## src/pkg/uart_pkg.sv

```systemverilog
package uart_pkg;

  typedef enum logic [1:0] {
    MODE_SHIFT     = 2'b00,
    MODE_UART8     = 2'b01,
    MODE_UART9_FIX = 2'b10,
    MODE_UART9_VAR = 2'b11
  } mode_t;

  typedef enum logic [1:0] {
    RX_IDLE  = 2'b00,
    RX_START = 2'b01,
    RX_BITS  = 2'b10
  } rx_state_t;

  // Byte offsets on the register bus.
  localparam logic [4:0] OFS_CONTROL = 5'h00;
  localparam logic [4:0] OFS_DATA    = 5'h04;
  localparam logic [4:0] OFS_STATUS  = 5'h08;
  localparam logic [4:0] OFS_POWER   = 5'h0c;
  localparam logic [4:0] OFS_BRG_LO  = 5'h10;
  localparam logic [4:0] OFS_BRG_HI  = 5'h14;
  localparam logic [4:0] OFS_BRG_SEL = 5'h18;

  // Field positions.
  localparam int CTL_MODE_HI = 7;
  localparam int CTL_MODE_LO = 6;
  localparam int CTL_ADDR_EN = 5;
  localparam int CTL_RX_EN   = 4;
  localparam int CTL_TX_B8   = 3;
  localparam int CTL_RX_B8   = 2;
  localparam int CTL_TI      = 1;
  localparam int CTL_RI      = 0;
  localparam int STAT_DBUF   = 7;
  localparam int STAT_BRST   = 6;
  localparam int STAT_FE     = 3;
  localparam int STAT_BRK    = 2;
  localparam int PWR_DOUBLE  = 7;
  localparam int PWR_FE_VIEW = 6;
  localparam int BRG_SEL_BIT = 0;

  // Counts.
  localparam int DATA_BITS  = 8;
  localparam int OS_PER_BIT = 16;
  localparam int BREAK_BITS = 11;
  localparam logic [3:0] OS_LAST      = 4'(OS_PER_BIT - 1);
  localparam logic [3:0] OS_MID       = 4'(OS_PER_BIT / 2 - 1);
  localparam logic [3:0] M0_CLK_HIGH  = 4'(OS_PER_BIT / 2);
  localparam logic [3:0] M0_IDX_LAST  = 4'(DATA_BITS - 1);
  localparam logic [3:0] TX_IDX_LAST8 = 4'(DATA_BITS + 1);
  localparam logic [3:0] TX_IDX_LAST9 = 4'(DATA_BITS + 2);
  localparam logic [3:0] RX_STOP8     = 4'(DATA_BITS);
  localparam logic [3:0] RX_STOP9     = 4'(DATA_BITS + 1);
  localparam logic [7:0] BREAK_LAST   = 8'(BREAK_BITS * OS_PER_BIT);

  typedef struct packed {
    logic       mode_sel_hi;
    logic       mode_sel_lo;
    logic       addr_en;
    logic       rx_en;
    logic       tx_ninth_bit;
    logic       baud_double_sel;
    logic       frame_err_view_sel;
    logic       dbuf_enable;
    logic       brk_rst_en;
    logic       brg_sel;
    logic [7:0] brg_divisor_lo;
    logic [7:0] brg_divisor_hi;
  } ctl_t;

  typedef struct packed {
    logic        busy;
    logic        m0_rx;
    logic [10:0] frame;
    logic [3:0]  idx;
    logic [3:0]  os;
    logic [7:0]  hold;
    logic        hold_b8;
    logic        hold_full;
    logic        ti;
    logic        txd;
    logic        rxd_out;
    logic        rxd_oe_n;
  } tx_t;

  typedef struct packed {
    rx_state_t  state;
    logic [3:0] os;
    logic [3:0] idx;
    logic [8:0] sh;
    logic [7:0] data;
    logic       rx_ninth_bit;
    logic       ri;
    logic       fe;
    logic       brk;
    logic [7:0] brk_cnt;
    logic       boot_req;
  } rx_t;

  // Values after reset.
  localparam ctl_t       CTL_RESET  = '0;
  localparam tx_t        TX_RESET   = '{txd: 1'b1, rxd_out: 1'b1, rxd_oe_n: 1'b1, default: '0};
  localparam rx_t        RX_RESET   = '0;
  localparam logic [2:0] SYNC_RESET = 3'h7;

endpackage

```

## src/verilog/enhanced_uart_with_brg.sv

```systemverilog
`timescale 1ns/100ps
// Behaviour
// Shift-register mode: data on rxd pin, shift clock on txd, 8 bits LSB first.
// Shift-register mode bit rate is fixed at CPU clock divided by sixteen.
// 8-bit mode frame: start 0, eight data bits LSB first, stop 1.
// 8-bit mode receive stores the stop bit into rx_ninth_bit.
// 8-bit mode rate comes from Timer 1 overflow or the baud rate generator.
// 9-bit mode frame: start, eight data bits, tx_ninth_bit, stop 1.
// 9-bit mode receive stores the ninth bit into rx_ninth_bit, drops stop.
// Fixed 9-bit mode rate is clock/16 with baud_double_sel, else clock/32.
// Variable 9-bit mode equals fixed mode except rate source.
// Baud generator divisor is brg_divisor_hi and brg_divisor_lo concatenated.
// Timer 1 overflow is halved again when baud_double_sel is set.
// Baud generator runs from the oscillator clock.
// Framing error always in status; also at control bit 7 when view selected.
// Software sets mode bits while frame_err_view_sel is zero.
// Break flagged when the receive line is low for eleven bit times.
// A detected break can request device reset into the loader.
// Double buffering accepts the next character during shifting, back to back.
// With dbuf_enable clear the transmitter is single buffered.
// Software keeps dbuf_enable clear in shift-register mode.
// With double buffering the transmit flag rises when the holding buffer empties.
// Single buffered: tx_ninth_bit must stay stable until the transmit flag.
// Double buffered: tx_ninth_bit is captured with the data byte on write.
module enhanced_uart_with_brg
  import uart_pkg::*;
(
  // Clock and reset
  input  wire logic        i_sys_clk,
  input  wire logic        i_reset,
  // Register bus
  input  wire logic [4:0]  i_avs_address,
  input  wire logic        i_avs_read,
  input  wire logic        i_avs_write,
  input  wire logic [31:0] i_avs_writedata,
  input  wire logic [3:0]  i_avs_byteenable,
  output      logic [31:0] o_avs_readdata,
  output      logic        o_avs_waitrequest,
  // Rate source
  input  wire logic        i_timer1_ovf,
  // Serial pins
  input  wire logic        i_rxd_in,
  output      logic        o_rxd_out,
  output      logic        o_rxd_oe_n,
  output      logic        o_txd,
  // System
  output      logic        o_ti,
  output      logic        o_ri,
  output      logic        o_break_boot_req
);

  function automatic logic hit(input logic [4:0] addr, input logic [4:0] ofs);
    return addr[4:2] == ofs[4:2];
  endfunction

  function automatic logic [10:0] frame_of(input logic [7:0] d, input logic b8, input logic nine);
    return {1'b1, (nine ? b8 : 1'b1), d, 1'b0};
  endfunction

  ctl_t        ctl_reg, ctl_next;
  tx_t         tx_reg, tx_next;
  rx_t         rx_reg, rx_next;
  logic [2:0]  sync_reg, sync_next;
  logic        rxd_f_reg, rxd_f_next;
  logic [15:0] brg_cnt_reg, brg_cnt_next;
  logic        half_reg, half_next;
  logic        ack_reg, ack_next;
  logic [31:0] rdata_reg, rdata_next;
  logic        os_tick;
  logic        m0_done;
  logic        rx_done;
  logic        load_hold;
  logic        bus_wr;
  logic        wr_ctl;
  logic        wr_data;
  logic        wr_stat;
  logic [7:0]  wd;
  logic [7:0]  rd_mux;
  logic [3:0]  tx_last;
  logic [3:0]  rx_stop;
  logic        framed;
  logic        nine;
  logic        tx_bit;
  mode_t       mode;

  assign mode    = mode_t'({ctl_reg.mode_sel_hi, ctl_reg.mode_sel_lo});
  assign framed  = mode != MODE_SHIFT;
  assign nine    = ctl_reg.mode_sel_hi;
  assign tx_last = (mode == MODE_SHIFT) ? M0_IDX_LAST : (nine ? TX_IDX_LAST9 : TX_IDX_LAST8);
  assign rx_stop = nine ? RX_STOP9 : RX_STOP8;

  // Register bus: one wait state, so the read mux has a full cycle to settle.
  assign o_avs_waitrequest = (i_avs_read | i_avs_write) & ~ack_reg;
  assign o_avs_readdata    = rdata_reg;
  assign bus_wr  = i_avs_write & ack_reg & i_avs_byteenable[0];
  assign wr_ctl  = bus_wr & hit(i_avs_address, OFS_CONTROL);
  assign wr_data = bus_wr & hit(i_avs_address, OFS_DATA);
  assign wr_stat = bus_wr & hit(i_avs_address, OFS_STATUS);
  assign wd      = i_avs_writedata[7:0];

  always_comb
  begin
    rd_mux = 8'h00;
    if (hit(i_avs_address, OFS_CONTROL))
    begin
      rd_mux = {(ctl_reg.frame_err_view_sel ? rx_reg.fe : ctl_reg.mode_sel_hi), ctl_reg.mode_sel_lo,
                ctl_reg.addr_en, ctl_reg.rx_en, ctl_reg.tx_ninth_bit, rx_reg.rx_ninth_bit, tx_reg.ti, rx_reg.ri};
    end
    else if (hit(i_avs_address, OFS_DATA))
    begin
      rd_mux = rx_reg.data;
    end
    else if (hit(i_avs_address, OFS_STATUS))
    begin
      rd_mux = {ctl_reg.dbuf_enable, ctl_reg.brk_rst_en, 2'b00, rx_reg.fe, rx_reg.brk,
                tx_reg.busy, tx_reg.hold_full};
    end
    else if (hit(i_avs_address, OFS_POWER))
    begin
      rd_mux = {ctl_reg.baud_double_sel, ctl_reg.frame_err_view_sel, 6'h00};
    end
    else if (hit(i_avs_address, OFS_BRG_LO))
    begin
      rd_mux = ctl_reg.brg_divisor_lo;
    end
    else if (hit(i_avs_address, OFS_BRG_HI))
    begin
      rd_mux = ctl_reg.brg_divisor_hi;
    end
    else if (hit(i_avs_address, OFS_BRG_SEL))
    begin
      rd_mux = {7'h00, ctl_reg.brg_sel};
    end
    ack_next   = (i_avs_read | i_avs_write) & ~ack_reg;
    rdata_next = rdata_reg;
    if (i_avs_read & ~ack_reg)
    begin
      rdata_next = {24'h000000, rd_mux};
    end
  end

  always_ff @(posedge i_sys_clk)
  begin
    if (i_reset)
    begin
      ack_reg   <= 1'b0;
      rdata_reg <= 32'h00000000;
    end
    else
    begin
      ack_reg   <= ack_next;
      rdata_reg <= rdata_next;
    end
  end

  // Software-written control.
  always_comb
  begin
    ctl_next = ctl_reg;
    if (wr_ctl)
    begin
      if (!ctl_reg.frame_err_view_sel)
      begin
        ctl_next.mode_sel_hi = wd[CTL_MODE_HI];
      end
      ctl_next.mode_sel_lo  = wd[CTL_MODE_LO];
      ctl_next.addr_en      = wd[CTL_ADDR_EN];
      ctl_next.rx_en        = wd[CTL_RX_EN];
      ctl_next.tx_ninth_bit = wd[CTL_TX_B8];
    end
    if (wr_stat)
    begin
      ctl_next.dbuf_enable = wd[STAT_DBUF];
      ctl_next.brk_rst_en  = wd[STAT_BRST];
    end
    if (bus_wr & hit(i_avs_address, OFS_POWER))
    begin
      ctl_next.baud_double_sel    = wd[PWR_DOUBLE];
      ctl_next.frame_err_view_sel = wd[PWR_FE_VIEW];
    end
    if (bus_wr & hit(i_avs_address, OFS_BRG_LO))
    begin
      ctl_next.brg_divisor_lo = wd;
    end
    if (bus_wr & hit(i_avs_address, OFS_BRG_HI))
    begin
      ctl_next.brg_divisor_hi = wd;
    end
    if (bus_wr & hit(i_avs_address, OFS_BRG_SEL))
    begin
      ctl_next.brg_sel = wd[BRG_SEL_BIT];
    end
  end

  always_ff @(posedge i_sys_clk)
  begin
    if (i_reset)
    begin
      ctl_reg <= CTL_RESET;
    end
    else
    begin
      ctl_reg <= ctl_next;
    end
  end

  // Receive pin synchroniser with agreement filter.
  always_comb
  begin
    sync_next  = {sync_reg[1:0], i_rxd_in};
    rxd_f_next = (sync_reg[1] == sync_reg[2]) ? sync_reg[1] : rxd_f_reg;
  end

  always_ff @(posedge i_sys_clk)
  begin
    if (i_reset)
    begin
      sync_reg  <= SYNC_RESET;
      rxd_f_reg <= 1'b1;
    end
    else
    begin
      sync_reg  <= sync_next;
      rxd_f_reg <= rxd_f_next;
    end
  end

  // Oversample tick, sixteen per bit in the framed modes.
  // The oscillator clock and the CPU clock are the same clock in this block.
  always_comb
  begin
    os_tick      = 1'b0;
    brg_cnt_next = brg_cnt_reg;
    half_next    = half_reg;
    unique case (mode)
      MODE_SHIFT:
      begin
        half_next = 1'b0;
      end
      MODE_UART9_FIX:
      begin
        if (ctl_reg.baud_double_sel)
        begin
          os_tick = 1'b1;
        end
        else
        begin
          half_next = ~half_reg;
          os_tick   = half_reg;
        end
      end
      MODE_UART8, MODE_UART9_VAR:
      begin
        if (ctl_reg.brg_sel)
        begin
          if (brg_cnt_reg == 16'h0000)
          begin
            os_tick      = 1'b1;
            brg_cnt_next = {ctl_reg.brg_divisor_hi, ctl_reg.brg_divisor_lo};
          end
          else
          begin
            brg_cnt_next = brg_cnt_reg - 16'h0001;
          end
        end
        else if (i_timer1_ovf)
        begin
          if (ctl_reg.baud_double_sel)
          begin
            half_next = ~half_reg;
            os_tick   = half_reg;
          end
          else
          begin
            os_tick = 1'b1;
          end
        end
      end
    endcase
  end

  always_ff @(posedge i_sys_clk)
  begin
    if (i_reset)
    begin
      brg_cnt_reg <= 16'h0000;
      half_reg    <= 1'b0;
    end
    else
    begin
      brg_cnt_reg <= brg_cnt_next;
      half_reg    <= half_next;
    end
  end

  // Transmitter and shift-register engine.
  always_comb
  begin
    tx_next   = tx_reg;
    m0_done   = 1'b0;
    load_hold = 1'b0;
    if (wr_ctl)
    begin
      tx_next.ti = wd[CTL_TI];
    end
    if (tx_reg.busy)
    begin
      if (mode == MODE_SHIFT)
      begin
        tx_next.os = tx_reg.os + 4'h1;
        if (tx_reg.m0_rx && tx_reg.os == OS_LAST)
        begin
          tx_next.frame[tx_reg.idx] = rxd_f_reg;
        end
      end
      else if (os_tick)
      begin
        tx_next.os = tx_reg.os + 4'h1;
      end
      if (tx_reg.os == OS_LAST && (mode == MODE_SHIFT || os_tick))
      begin
        if (tx_reg.idx != tx_last)
        begin
          tx_next.idx = tx_reg.idx + 4'h1;
        end
        else
        begin
          tx_next.busy = 1'b0;
          if (mode == MODE_SHIFT && tx_reg.m0_rx)
          begin
            m0_done = 1'b1;
          end
          else if (!ctl_reg.dbuf_enable)
          begin
            tx_next.ti = 1'b1;
          end
        end
      end
    end
    // Framed modes only: in shift mode the holding buffer is never used.
    if (ctl_reg.dbuf_enable && framed && tx_reg.hold_full && !tx_next.busy)
    begin
      load_hold         = 1'b1;
      tx_next.busy      = 1'b1;
      tx_next.m0_rx     = 1'b0;
      tx_next.idx       = 4'h0;
      tx_next.os        = 4'h0;
      tx_next.frame     = frame_of(tx_reg.hold, tx_reg.hold_b8, nine);
      tx_next.hold_full = 1'b0;
      tx_next.ti        = 1'b1;
    end
    if (wr_data)
    begin
      if (ctl_reg.dbuf_enable && framed)
      begin
        tx_next.hold      = wd;
        tx_next.hold_b8   = ctl_reg.tx_ninth_bit;
        tx_next.hold_full = 1'b1;
      end
      else if (!tx_reg.busy)
      begin
        tx_next.busy  = 1'b1;
        tx_next.m0_rx = 1'b0;
        tx_next.idx   = 4'h0;
        tx_next.os    = 4'h0;
        tx_next.frame = framed ? frame_of(wd, ctl_reg.tx_ninth_bit, nine) : {3'h7, wd};
      end
    end
    if (mode == MODE_SHIFT && !tx_next.busy && ctl_reg.rx_en && !rx_reg.ri && !m0_done)
    begin
      tx_next.busy  = 1'b1;
      tx_next.m0_rx = 1'b1;
      tx_next.idx   = 4'h0;
      tx_next.os    = 4'h0;
    end
    // Single buffered, the ninth bit is read live so software may set it after the data.
    tx_bit = tx_next.frame[tx_next.idx];
    if (!ctl_reg.dbuf_enable && nine && tx_next.idx == TX_IDX_LAST8)
    begin
      tx_bit = ctl_reg.tx_ninth_bit;
    end
    tx_next.txd      = 1'b1;
    tx_next.rxd_out  = 1'b1;
    tx_next.rxd_oe_n = 1'b1;
    if (tx_next.busy)
    begin
      if (mode == MODE_SHIFT)
      begin
        tx_next.txd = tx_next.os >= M0_CLK_HIGH;
        if (!tx_next.m0_rx)
        begin
          tx_next.rxd_oe_n = 1'b0;
          tx_next.rxd_out  = tx_next.frame[tx_next.idx];
        end
      end
      else
      begin
        tx_next.txd = tx_bit;
      end
    end
  end

  always_ff @(posedge i_sys_clk)
  begin
    if (i_reset)
    begin
      tx_reg <= TX_RESET;
    end
    else
    begin
      tx_reg <= tx_next;
    end
  end

  // Receiver, framing error and break detection. Hardware sets are applied after
  // software writes so that an event in the clearing cycle is kept.
  always_comb
  begin
    rx_next          = rx_reg;
    rx_next.boot_req = 1'b0;
    rx_done          = 1'b0;
    if (wr_ctl)
    begin
      rx_next.ri           = wd[CTL_RI];
      rx_next.rx_ninth_bit = wd[CTL_RX_B8];
      if (ctl_reg.frame_err_view_sel)
      begin
        rx_next.fe = rx_reg.fe & wd[CTL_MODE_HI];
      end
    end
    if (wr_stat)
    begin
      rx_next.fe  = rx_next.fe & wd[STAT_FE];
      rx_next.brk = rx_reg.brk & wd[STAT_BRK];
    end
    if (m0_done)
    begin
      rx_next.data = tx_next.frame[7:0];
      rx_next.ri   = 1'b1;
    end
    if (framed && ctl_reg.rx_en)
    begin
      unique case (rx_reg.state)
        RX_IDLE:
        begin
          if (os_tick && !rxd_f_reg)
          begin
            rx_next.state = RX_START;
            rx_next.os    = 4'h0;
          end
        end
        RX_START:
        begin
          if (os_tick)
          begin
            rx_next.os = rx_reg.os + 4'h1;
            if (rx_reg.os == OS_MID)
            begin
              rx_next.state = rxd_f_reg ? RX_IDLE : RX_BITS;
              rx_next.os    = 4'h0;
              rx_next.idx   = 4'h0;
            end
          end
        end
        RX_BITS:
        begin
          if (os_tick)
          begin
            rx_next.os = rx_reg.os + 4'h1;
            if (rx_reg.os == OS_LAST)
            begin
              if (rx_reg.idx != rx_stop)
              begin
                rx_next.sh[rx_reg.idx] = rxd_f_reg;
                rx_next.idx = rx_reg.idx + 4'h1;
              end
              else
              begin
                rx_next.state = RX_IDLE;
                rx_done       = 1'b1;
                if (!rxd_f_reg)
                begin
                  rx_next.fe = 1'b1;
                end
                if (!rx_reg.ri || !rx_next.ri)
                begin
                  rx_next.data         = rx_reg.sh[7:0];
                  rx_next.rx_ninth_bit = nine ? rx_reg.sh[8] : rxd_f_reg;
                  rx_next.ri           = 1'b1;
                end
              end
            end
          end
        end
        default:
        begin
          rx_next.state = RX_IDLE;
        end
      endcase
    end
    else
    begin
      rx_next.state = RX_IDLE;
    end
    if (framed && os_tick)
    begin
      if (rxd_f_reg)
      begin
        rx_next.brk_cnt = 8'h00;
      end
      else if (rx_reg.brk_cnt != BREAK_LAST)
      begin
        rx_next.brk_cnt = rx_reg.brk_cnt + 8'h01;
        if (rx_reg.brk_cnt == BREAK_LAST - 8'h01)
        begin
          rx_next.brk      = 1'b1;
          rx_next.boot_req = ctl_reg.brk_rst_en;
        end
      end
    end
  end

  always_ff @(posedge i_sys_clk)
  begin
    if (i_reset)
    begin
      rx_reg <= RX_RESET;
    end
    else
    begin
      rx_reg <= rx_next;
    end
  end

  assign o_txd            = tx_reg.txd;
  assign o_rxd_out        = tx_reg.rxd_out;
  assign o_rxd_oe_n       = tx_reg.rxd_oe_n;
  assign o_ti             = tx_reg.ti;
  assign o_ri             = rx_reg.ri;
  assign o_break_boot_req = rx_reg.boot_req;
endmodule

```

## config.mk

```make
export PLATFORM = sky130hd
export DESIGN_NAME = enhanced_uart_with_brg
export DESIGN_NICKNAME = d
export VERILOG_FILES = /design/src/pkg/uart_pkg.sv /design/src/verilog/enhanced_uart_with_brg.sv
export SDC_FILE = /design/constraint.sdc
export NUM_CORES = 1
export LEC_CHECK = 0
export ABC_AREA = 1
export BUFFER_PORTS_ARGS = -buffer_cell sky130_fd_sc_hd__buf_2
export CORE_ASPECT_RATIO = 1.5
export CORE_MARGIN = 3
export CORE_UTILIZATION = 50
export CTS_CLUSTER_SIZE = 20
export DETAILED_ROUTE_END_ITERATION = 6
export HOLD_SLACK_MARGIN = 0.12
export PLACE_DENSITY = 0.79
export SETUP_SLACK_MARGIN = 0.02
export SLEW_MARGIN = 40
export SYNTH_ARGS = -nofsm -noshare
export SYNTH_HDL_FRONTEND = slang
export SYNTH_SLANG_ARGS = --single-unit
export TNS_END_PERCENT = 100
```

## constraint.sdc

```tcl
create_clock -name i_sys_clk -period 3.4 [get_ports i_sys_clk]
set_clock_uncertainty 0.15 [all_clocks]
set_input_delay 0.34 -clock i_sys_clk [delete_from_list [all_inputs] [get_ports i_sys_clk]]
set_output_delay 0.34 -clock i_sys_clk [all_outputs]
set_load 0.03 [all_outputs]
```

==> results of run 1 <==
-- worst reg2reg max path, delay by kind of cell, from the launching register on --
| kind | cells | cell delay, ns |
|---|---|---|
| and+or+nand+nor | 18 | 2.07 |
| DFF | 1 | 0.33 |
| adders and majority gates | 1 | 0.24 |
| buffers and inverters | 1 | 0.08 |
-- area by class of cell --
cell class | instances | area (sq um)
Multi-Input combinational cell | 721 | 3730
Tap cell | 162 | 203
Sequential cell | 131 | 2620
Clock buffer | 19 | 453
Fill cell | 1303 | 5790
Clock inverter | 13 | 109
Inverter | 125 | 469
Timing Repair Buffer | 47 | 283
-- kinds of logic after synthesis --
| logic type | after synthesis | synth area share, % |
|---|---|---|
| DFF | 131 | 37.2 |
| other | 1 | 0.0531 |
| AOI/OAI and AO/OA | 258 | 20.3 |
| buffers and inverters | 179 | 11.2 |
| adders and majority gates | 17 | 3.01 |
| and+or+nand+nor | 404 | 26.0 |
| xor gates and xnor gates | 18 | 2.23 |
-- how the worst max path moves through the flow --
stage,start,to,cells past startpoint,slack [ns]
floorplan,brg_cnt_reg[0],o_txd,20,0.99
global placement,brg_cnt_reg[0],o_txd,20,0.55
detailed placement,brg_cnt_reg[0],o_txd,20,0.51
CTS,brg_cnt_reg[0],o_txd,20,0.47
global route,brg_cnt_reg[0],o_txd,20,0.19
finish,brg_cnt_reg[0],o_txd,20,0.44
-- repair_timing --
action,in CTS,in global routing
endpoints found under the hold margin,3,0
hold buffers,4,0
setup endpoints to repair,0,0
-- metrics by stage --
step	hold WS, ns	area, sq um	power (uW)
after detailed placement	0.248	7270	1760
after CTS	0.121	7870	3480
after global routing	0.130	7870	3570
after floorplan	0.239	7140	1720
final	0.136	7870	3470
after global placement	0.241	7270	1760
-- cells in the final DEF (no fill, tap or decap), types with 8 or more instances in the layout --
master	Yosys	routed
sky130_fd_sc_hd__a31oi_1	9	9
sky130_fd_sc_hd__clkbuf_16	0	17
sky130_fd_sc_hd__a21oi_1	101	101
sky130_fd_sc_hd__dfxtp_1	131	131
sky130_fd_sc_hd__nand3_1	51	51
sky130_fd_sc_hd__buf_4	24	11
sky130_fd_sc_hd__o211ai_1	14	14
sky130_fd_sc_hd__xor2_1	16	16
sky130_fd_sc_hd__nand2_2	9	9
sky130_fd_sc_hd__ha_1	17	17
sky130_fd_sc_hd__nand2_1	157	157
sky130_fd_sc_hd__inv_1	118	118
sky130_fd_sc_hd__buf_2	4	32
sky130_fd_sc_hd__nand4_1	8	8
sky130_fd_sc_hd__nor3_1	28	28
sky130_fd_sc_hd__nor2_1	117	116
sky130_fd_sc_hd__o21ai_0	97	97
sky130_fd_sc_hd__conb_1	1	24
-- per-layer routing --
layer / routed length, um / part of all wire [%] / GRT usage [%]
met1: 6920 / 36 / 24.8
met2: 9670 / 51 / 43.6
met3: 1050 / 5.5 / 5.04
met4: 1360 / 7.2 / 18.4
met5: 0 / 0 / 0
-- power groups by stage --
stage | Combinational, uW | Clock (uW) | Sequential (uW)
after global routing | 189 | 1820 | 1560
after CTS | 173 | 1760 | 1550
after floorplan | 130 | 0 | 1590
final | 176 | 1740 | 1550
after detailed placement | 169 | 0 | 1590
after global placement | 168 | 0 | 1590
==> metrics.md, run 1 <==
| Metric | Value |
|---|---|
| Sequential fraction of the synthesis area | `about 37%` |
| Post CTS Setup Buffer Count | `0` |
| Critical path cell sequence | `inv_1 > ha_1 > nand2_2 > nor2_1 > nand2_2 > nand2_1 > nand2_2 > nand3_4 > nand2_2 > nand2_4 > nand2_2 > nand2_2 > nor3_4 > nand2_1 > nand3_1 > nand3b_1 > nand3_1 > nand3_1 > nand2_1 > nand2_1` |
| Crit path max-delay cell type | `sky130_fd_sc_hd__dfxtp_1` |
| CTS tree | `done` |
| Cell row count | `52` |
| Total routing resource utilization after global routing | `24.6%` |
| Arrival time worst endpoint | `3.12 ns` |
| Highest achievable clock rate | `0.338 GHz` |
| Maximum number of pins on one net before global-route repair | `60` |
| Number of instances in the synthesized netlist | `a little over 1000` |
| PnR worst setup slack | `0.444 ns` |
| Clock Power Share | `50.1%` |
| Number of pins exceeding their max-slew limit in the final report | `0` |
| Max-capacitance violation count | `0` |
| Diodes inserted | `0` |
| Count of vias placed by the detailed router | `6831` |
| Total half-perimeter wirelength after legalization and detailed placement | `14100 um` |
| Relative slew slack | `51.9%` |
| Residual DRC | `0` |
| Last weighted congestion value of the routability-driven placer | `0.972` |
| Data required time at the worst endpoint | `3.56 ns` |
| Number of buffers on the longest clock path | `2` |
| Top cells by count, synth | `sky130_fd_sc_hd__nand2_1, sky130_fd_sc_hd__dfxtp_1, sky130_fd_sc_hd__inv_1` |
| Hold worst-path end | `ctl_reg[20]` |
| End of the worst register-to-register path | `o_txd` |
| Final setup violating endpoints | `0` |
| Drt initial violations | `roughly 530` |
| Total wire length | `around 19000 um` |
| Switching power total | `approximately 850 uW` |
| FFs w/ async S/R, synth | `0%` |
| Most common cell in the synthesized netlist | `sky130_fd_sc_hd__nand2_1` |
| Startpoint of the lowest-slack hold path | `i_avs_writedata[7]` |
| Core Area | `approximately 14000 sq um` |
| Number of flops mapped to enable cells by yosys | `0` |
| Summed instance area of the synthesized netlist | `7060 sq um` |
| Number of library cell types mapped by synthesis | `50` |
| Flip-flop count of the largest register, all copies and words added | `31` |
| Worst path max stage delay | `~0.33 ns` |
| Area contributors post-synth | `sky130_fd_sc_hd__dfxtp_1, sky130_fd_sc_hd__nand2_1, sky130_fd_sc_hd__a21oi_1` |
| Switching share of power | `between 20% and 30%` |
| Warning count from the yosys run | `0` |
| Kind of capture point of the worst setup path | `register` |
| Cell Int Power | `2620 uW` |
| Delay-heaviest family, CP | `simple AND/OR/NAND/NOR gates` |
| Area added between synthesis and finish | `11.6%` |
| Antenna violations before repair | `0` |
| Post-detailed-route count of antenna-violating nets | `0` |
| Leak | `0.00329 uW` |
| Max FO, Critical Path | `12` |
| Reg2reg setup slack | `0.44 ns` |
| Global-route wire length before repair | `29900 um` |
| Vert. Die Dim | `around 150 um` |
| Number of I/O port buffers | `32` |
| Detailed-routing iteration count for the pre-antenna-repair pass | `6` |
| Via count of the first global-routing pass | `~6400` |
| GRT Residual Overflow | `0` |
| Detail-routed net length per standard cell | `15.6 um` |
| Type of the worst setup path | `register to register` |
| Clock network latency to the later pin of the worst-skew pair | `0.42 ns` |
| Number of storage elements in the synthesis netlist | `131` |
| Worst Reg-to-Reg Cells | `20` |
| Setup Slack @ Placement | `0.505 ns` |
| Max rail drop VDD | `0.237 mV` |
| Category of the worst setup path launch point | `register` |
| Number of buffers created by CTS | `17` |
| Die width | `103 um` |
| Sequential group share of total power | `approximately 45%` |
| Layout net count | `between 1000 and 1500` |
| IO Pins | `86` |
| Pwr Density | `441 nW/um^2` |
| Die footprint | `15600 sq um` |
| Clock Pin Slew Worst Setup and Hold Paths | `0.06 ns` |
| Setup TNS | `0 ns` |
| Vias per cell | `~5.6` |
| Placed insts | `1182` |
| Final cell utilization of the core | `57.6%` |
| Worst min path class | `input pin to register` |
| Final Critical Period | `2.96 ns` |
| Syn avg cell area | `roughly 7 sq um` |
| WP buf/inv | `1` |
| Fin crit share | `86.9%` |
| RR Startpoint | `brg_cnt_reg[0]` |
| Main flop type after synthesis | `sky130_fd_sc_hd__dfxtp_1` |
| Most common cell type on the critical path | `sky130_fd_sc_hd__nand2_2` |
| Biggest area consumer among synthesized cells | `sky130_fd_sc_hd__dfxtp_1` |
| # resized after CTS | `0` |
| Count of placed standard cells in the final layout, fillers left out | `~1200` |
| Starting density of the core | `51.7%` |
| Logic pwr share | `5.1%` |
| Hold Crit Depth | `3` |
| Pin slew with the least headroom to its limit | `0.715 ns` |
| CTS H-Tree Depth | `4` |
| Unrepaired setup endpoints after global routing | `no` |
| Root cell of the clock tree | `sky130_fd_sc_hd__clkbuf_16` |
| Post-synth top area share | `between 30% and 40%` |
| Result of the run | `complete, no violations` |
| Number of hold violations in the final report | `0` |
| Clock net sink count | `131` |
| Proportion of layout cells with a drive suffix above 1 | `11.2%` |
No activity file was read; power rests on OpenSTA's default activity.
==> inputs of run 2 (changes only) <==
--- a/config.mk
+++ b/config.mk
@@ -13,7 +13,7 @@
 export CTS_CLUSTER_SIZE = 20
 export DETAILED_ROUTE_END_ITERATION = 6
 export HOLD_SLACK_MARGIN = 0.12
-export PLACE_DENSITY = 0.79
+export PLACE_DENSITY = 0.8
 export SETUP_SLACK_MARGIN = 0.02
 export SLEW_MARGIN = 40
 export SYNTH_ARGS = -nofsm -noshare
==> metrics.md, run 2 (synthesis results as in run 1) <==
| Metric | Value |
|---|---|
| Highest achievable clock rate | `0.336 GHz` |
| Detailed-routing iteration count for the pre-antenna-repair pass | `5` |
| Pwr Density | `464 nW/um^2` |
| Final setup violating endpoints | `0` |
| Max-capacitance violation count | `0` |
| Diodes inserted | `0` |
| Total half-perimeter wirelength after legalization and detailed placement | `approximately 14000 um` |
| Proportion of layout cells with a drive suffix above 1 | `around 11%` |
| Count of vias placed by the detailed router | `between 6000 and 7000` |
| Result of the run | `complete, no violations` |
| Total wire length | `19000 um` |
| Area added between synthesis and finish | `12.7%` |
| Hold Crit Depth | `4` |
| Most common cell type on the critical path | `sky130_fd_sc_hd__nand2_2` |
| Worst min path class | `input pin to register` |
| Antenna violations before repair | `0` |
| Worst Reg-to-Reg Cells | `20` |
| Number of pins exceeding their max-slew limit in the final report | `0` |
| Number of buffers created by CTS | `17` |
| Flip-flop count of the largest register, all copies and words added | `31` |
| Reg2reg setup slack | `0.42 ns` |
| CTS tree | `done` |
| Critical path cell sequence | `inv_1 > ha_1 > nand2_2 > nor2_1 > nand2_2 > nand2_1 > nand2_2 > nand3_4 > nand2_2 > nand2_4 > nand2_2 > nand2_2 > nor3_4 > nand2_1 > nand3_1 > nand3b_1 > nand3_1 > nand3_1 > nand2_1 > nand2_1` |
| Die width | `103 um` |
| Count of placed standard cells in the final layout, fillers left out | `1220` |
| Setup Slack @ Placement | `0.500 ns` |
| Worst path max stage delay | `roughly 0.32 ns` |
| Detail-routed net length per standard cell | `about 16 um` |
| Number of hold violations in the final report | `0` |
| Kind of capture point of the worst setup path | `register` |
| Hold worst-path end | `rx_reg[5]` |
| Final Critical Period | `between 2 and 3 ns` |
| Drt initial violations | `approximately 460` |
| Core Area | `13700 sq um` |
| Cell row count | `52` |
| Relative slew slack | `52.6%` |
| Startpoint of the lowest-slack hold path | `i_reset` |
| Fin crit share | `87.5%` |
| Vert. Die Dim | `152 um` |
| Die footprint | `15600 sq um` |
| PnR worst setup slack | `between 0.4 and 0.5 ns` |
| Starting density of the core | `between 50 and 60%` |
| Via count of the first global-routing pass | `between 6000 and 7000` |
| Max FO, Critical Path | `12` |
| Max rail drop VDD | `between 0.3 and 0.4 mV` |
| Vias per cell | `5.58` |
| GRT Residual Overflow | `0` |
| Non-Filler Cell Area, Final | `7960 sq um` |
| Category of the worst setup path launch point | `register` |
| Pin slew with the least headroom to its limit | `0.705 ns` |
| Global-route wire length before repair | `approximately 30000 um` |
| Type of the worst setup path | `register to register` |
| End of the worst register-to-register path | `o_txd` |
| Layout net count | `1109` |
| Maximum number of pins on one net before global-route repair | `60` |
| Root cell of the clock tree | `sky130_fd_sc_hd__clkbuf_16` |
| Total routing resource utilization after global routing | `24.8%` |
| Clock network latency to the later pin of the worst-skew pair | `approximately 0.42 ns` |
| Clock Pin Slew Worst Setup and Hold Paths | `0.06 ns` |
| Leak | `0.00332 uW` |
| RR Startpoint | `brg_cnt_reg[0]` |
| Placed insts | `1183` |
| Number of inserted filler cells in the final layout | `1250` |
| Area of placed instances | `7280 sq um` |
| Data required time at the worst endpoint | `3.57 ns` |
| Last weighted congestion value of the routability-driven placer | `0.963` |
| Most frequent cells in the layout | `sky130_fd_sc_hd__nand2_1, sky130_fd_sc_hd__dfxtp_1, sky130_fd_sc_hd__inv_1` |
| CTS H-Tree Depth | `4` |
| Most frequent standard cell in the layout excluding fill and tap cells | `sky130_fd_sc_hd__nand2_1` |
| Number of I/O port buffers | `32` |
| # resized after CTS | `0` |
| IO Pins | `86` |
| Clock net sink count | `131` |
| Post-detailed-route count of antenna-violating nets | `0` |
| Unrepaired setup endpoints after global routing | `no` |
| Number of buffers on the longest clock path | `2` |
| Crit path max-delay cell type | `sky130_fd_sc_hd__dfxtp_1` |
| Final cell utilization of the core | `58.2%` |
| Arrival time worst endpoint | `3.14 ns` |
| Setup TNS | `0 ns` |
| Crit path launch | `brg_cnt_reg[0]` |
| Residual DRC | `0` |
[run 2: cell count changes in the layout (fill, tap and decap cells not counted)]
| cell | previous run | this run |
|---|---|---|
| sky130_fd_sc_hd__clkinv_2 | 6 | 2 |
| sky130_fd_sc_hd__bufinv_16 | 1 | 4 |
| sky130_fd_sc_hd__clkbuf_8 | 2 | 0 |
| sky130_fd_sc_hd__inv_6 | 1 | 3 |
| sky130_fd_sc_hd__buf_4 | 11 | 12 |
| sky130_fd_sc_hd__clkinv_4 | 2 | 3 |
| sky130_fd_sc_hd__dlygate4sd3_1 | 4 | 5 |
| sky130_fd_sc_hd__nor2_1 | 116 | 117 |
| sky130_fd_sc_hd__nor2_2 | 7 | 6 |
[run 2: metal layers]
| metal | up-vias | track usage, % | wire length (um) |
|---|---|---|---|
| met3 | 80 | 4.54 | 876 |
| li1 | 3390 | - | - |
| met1 | 3094 | 26.1 | 7140 |
| met5 | - | 0 | 0 |
| met2 | 249 | 43.8 | 9600 |
| met4 | 0 | 16.8 | 1340 |
[run 2: through the flow]
| step | hold slack [ns] | total power, uW |
|---|---|---|
| after floorplan | 0.239 | 1720 |
| after CTS | 0.128 | 3710 |
| final | 0.131 | 3690 |
| after global placement | 0.242 | 1750 |
| after global routing | 0.125 | 3800 |
| after detailed placement | 0.248 | 1750 |
[run 2: final cells by class]
class                      instances  area (sq um)  area share (%)
timing repair buffer              49           300            3.77
clock inverter                    15           205            2.58
tap                              162           203            2.55
multi-input combinational        721          3730            46.9
sequential                       131          2620            33.0
inverter                         125           469            5.90
clock buffer                      17           425            5.35
[run 2: worst max-delay path: cells and delay by family, from the launching register on]
| kind | cells | cell delay (ns) |
|---|---|---|
| buf+inv | 1 | 0.08 |
| fa+ha+maj | 1 | 0.24 |
| flops | 1 | 0.32 |
| simple gates | 18 | 2.05 |
[run 2: how the worst max path moves through the flow]
stage,to,slack (ns),depth (start not counted)
finish,o_txd,0.42,20
global placement,o_txd,0.52,20
floorplan,o_txd,0.99,20
detailed placement,o_txd,0.50,20
global route,o_txd,0.14,20
CTS,o_txd,0.46,20
[run 2: repair_timing]
| item | in CTS | in global routing |
|---|---|---|
| hold endpoints to repair | 6 | 0 |
| hold buffers | 5 | 0 |
| setup buffers | 0 | 0 |
[run 2: where the power goes]
group	internal [uW]	switching, uW	total [uW]
logic	38.4	136	174
clock network	1230	731	1960
registers	1550	8.33	1550
total	2820	875	3690
==> inputs of run 3 (changes only) <==
--- a/config.mk
+++ b/config.mk
@@ -7,7 +7,7 @@
 export LEC_CHECK = 0
 export ABC_AREA = 1
 export BUFFER_PORTS_ARGS = -buffer_cell sky130_fd_sc_hd__buf_2
-export CORE_ASPECT_RATIO = 1.5
+export CORE_ASPECT_RATIO = 0.5
 export CORE_MARGIN = 3
 export CORE_UTILIZATION = 50
 export CTS_CLUSTER_SIZE = 20
==> metrics.md, run 3 (synthesis results as in run 1) <==
| Metric | Value |
|---|---|
| Result of the run | `complete, no violations` |
| Post-detailed-route count of antenna-violating nets | `0` |
| Kind of capture point of the worst setup path | `register` |
| Drt initial violations | `about 610` |
| Category of the worst setup path launch point | `register` |
| Layout net count | `1105` |
| Clock network latency to the later pin of the worst-skew pair | `0.42 ns` |
| Fin crit share | `between 80% and 90%` |
| Cell row count | `29` |
| Vert. Die Dim | `90.0 um` |
| Total wire length | `19100 um` |
| Arrival time worst endpoint | `3.20 ns` |
| Final Critical Period | `3.04 ns` |
| Proportion of layout cells with a drive suffix above 1 | `between 10% and 20%` |
| Flip-flop count of the largest register, all copies and words added | `31` |
| Total routing resource utilization after global routing | `24.3%` |
| Post CTS Setup Buffer Count | `0` |
| IO Pins | `86` |
| Detail-routed net length per standard cell | `15.4 um` |
| Clock net sink count | `131` |
| Most frequent standard cell in the layout excluding fill and tap cells | `sky130_fd_sc_hd__nand2_1` |
| CTS tree | `done` |
| Number of buffers on the longest clock path | `2` |
| Global-route wire length before repair | `31400 um` |
| Worst min path class | `input pin to register` |
| Area added between synthesis and finish | `11.8%` |
| Worst path max stage delay | `0.32 ns` |
| Die width | `between 150 and 200 um` |
| Vias per cell | `about 5.6` |
| Number of pins exceeding their max-slew limit in the final report | `0` |
| Number of I/O port buffers | `32` |
| Max FO, Critical Path | `12` |
| Total half-perimeter wirelength after legalization and detailed placement | `13600 um` |
| Critical path cell sequence | `inv_1 > ha_1 > nand2_2 > nor2_1 > nand2_2 > nand2_1 > nand2_2 > nand3_4 > nand2_2 > nand2_4 > nand2_2 > nand2_2 > nor3_4 > nand2_1 > nand3_1 > nand3b_1 > nand3_1 > nand3_1 > nand2_1 > nand2_1` |
| Unrepaired setup endpoints after global routing | `no` |
| Die footprint | `roughly 16000 sq um` |
| Count of vias placed by the detailed router | `about 7000` |
| Pwr Density | `442 nW/um^2` |
| Maximum number of pins on one net before global-route repair | `54` |
| Most common cell type on the critical path | `sky130_fd_sc_hd__nand2_2` |
| Highest achievable clock rate | `0.329 GHz` |
| Core Area | `13200 sq um` |
| GRT Residual Overflow | `0` |
| Max-capacitance violation count | `0` |
| Root cell of the clock tree | `sky130_fd_sc_hd__clkbuf_16` |
| Clock Pin Slew Worst Setup and Hold Paths | `0.06 ns` |
| Relative slew slack | `a little over half` |
| Final setup violating endpoints | `0` |
| WHS | `0.135 ns` |
| Antenna violations before repair | `0` |
| CTS H-Tree Depth | `4` |
| Residual DRC | `0` |
| Starting density of the core | `53.4%` |
| Detailed-routing iteration count for the pre-antenna-repair pass | `5` |
| Placed insts | `1205` |
| Leak | `roughly 0.0033 uW` |
| Crit path max-delay cell type | `sky130_fd_sc_hd__dfxtp_1` |
| Last weighted congestion value of the routability-driven placer | `between 0.9 and 1` |
| Via count of the first global-routing pass | `6531` |
| Number of hold violations in the final report | `0` |
| Pin slew with the least headroom to its limit | `0.684 ns` |
| Diodes inserted | `0` |
| Setup TNS | `0 ns` |
| Max rail drop VDD | `0.365 mV` |
| Most frequent cells in the layout | `sky130_fd_sc_hd__nand2_1, sky130_fd_sc_hd__dfxtp_1, sky130_fd_sc_hd__inv_1` |
| Data required time at the worst endpoint | `3.57 ns` |
| Count of placed standard cells in the final layout, fillers left out | `1240` |
| Number of buffers created by CTS | `17` |
| Type of the worst setup path | `register to register` |
==> run 3: final timing paths <==
| path | startpoint | end | slack (ns) | depth (start not counted) |
|---|---|---|---|---|
| worst min register to register | sync_reg[0] | sync_reg[1] | 0.28 | 1 |
| worst max-delay path | brg_cnt_reg[0] | o_txd | 0.36 | 20 |
| worst max register to register | brg_cnt_reg[0] | o_txd | 0.36 | 20 |
| worst min-delay path | i_avs_writedata[1] | o_ti | 0.14 | 3 |
==> run 3: what timing repair did <==
action | CTS | global route
hold buffers | 3 | 0
endpoints found under the hold margin | 2 | 0
gates resized for setup | 0 | 0
==> run 3: cell type report <==
type	count	area, sq um
fill	1202	5320
timing repair buffer	45	265
tap	186	233
clock buffer	21	460
sequential	131	2620
inverter	125	469
clock inverter	11	104
multi-input combinational	721	3730
==> run 3: per-layer routing <==
metal | up-vias | track usage, % | wire [um]
met3 | 34 | 4.29 | 1650
met2 | 309 | 39.2 | 8620
met4 | 0 | 9.96 | 461
met5 | - | 0 | 0
met1 | 3204 | 32.3 | 8390
li1 | 3372 | - | -
==> run 3: critical path: cells and delay by family, from the launching register on <==
family / cells / cell delay [ns]
buffers and inverters: 1 / 0.09
flip-flops: 1 / 0.32
adder cells (fa/ha/maj): 1 / 0.25
AND/OR/NAND/NOR: 18 / 2.11
==> run 3: power by group <==
part / internal [uW] / total (uW) / switching (uW)
clock network: 1050 / 1760 / 713
logic: 36.4 / 173 / 137
registers: 1550 / 1550 / 7.01
==> run 3: through the flow <==
stage	setup WS, ns	util (%)	area, sq um	power, uW
floorplan	0.994	-	7140	1720
finish	0.364	59.7	7890	3490
CTS	0.401	59.7	7890	3480
global route	0.0455	59.7	7890	3570
detailed placement	0.469	55.2	7290	1750
global placement	0.531	55.2	7290	1750
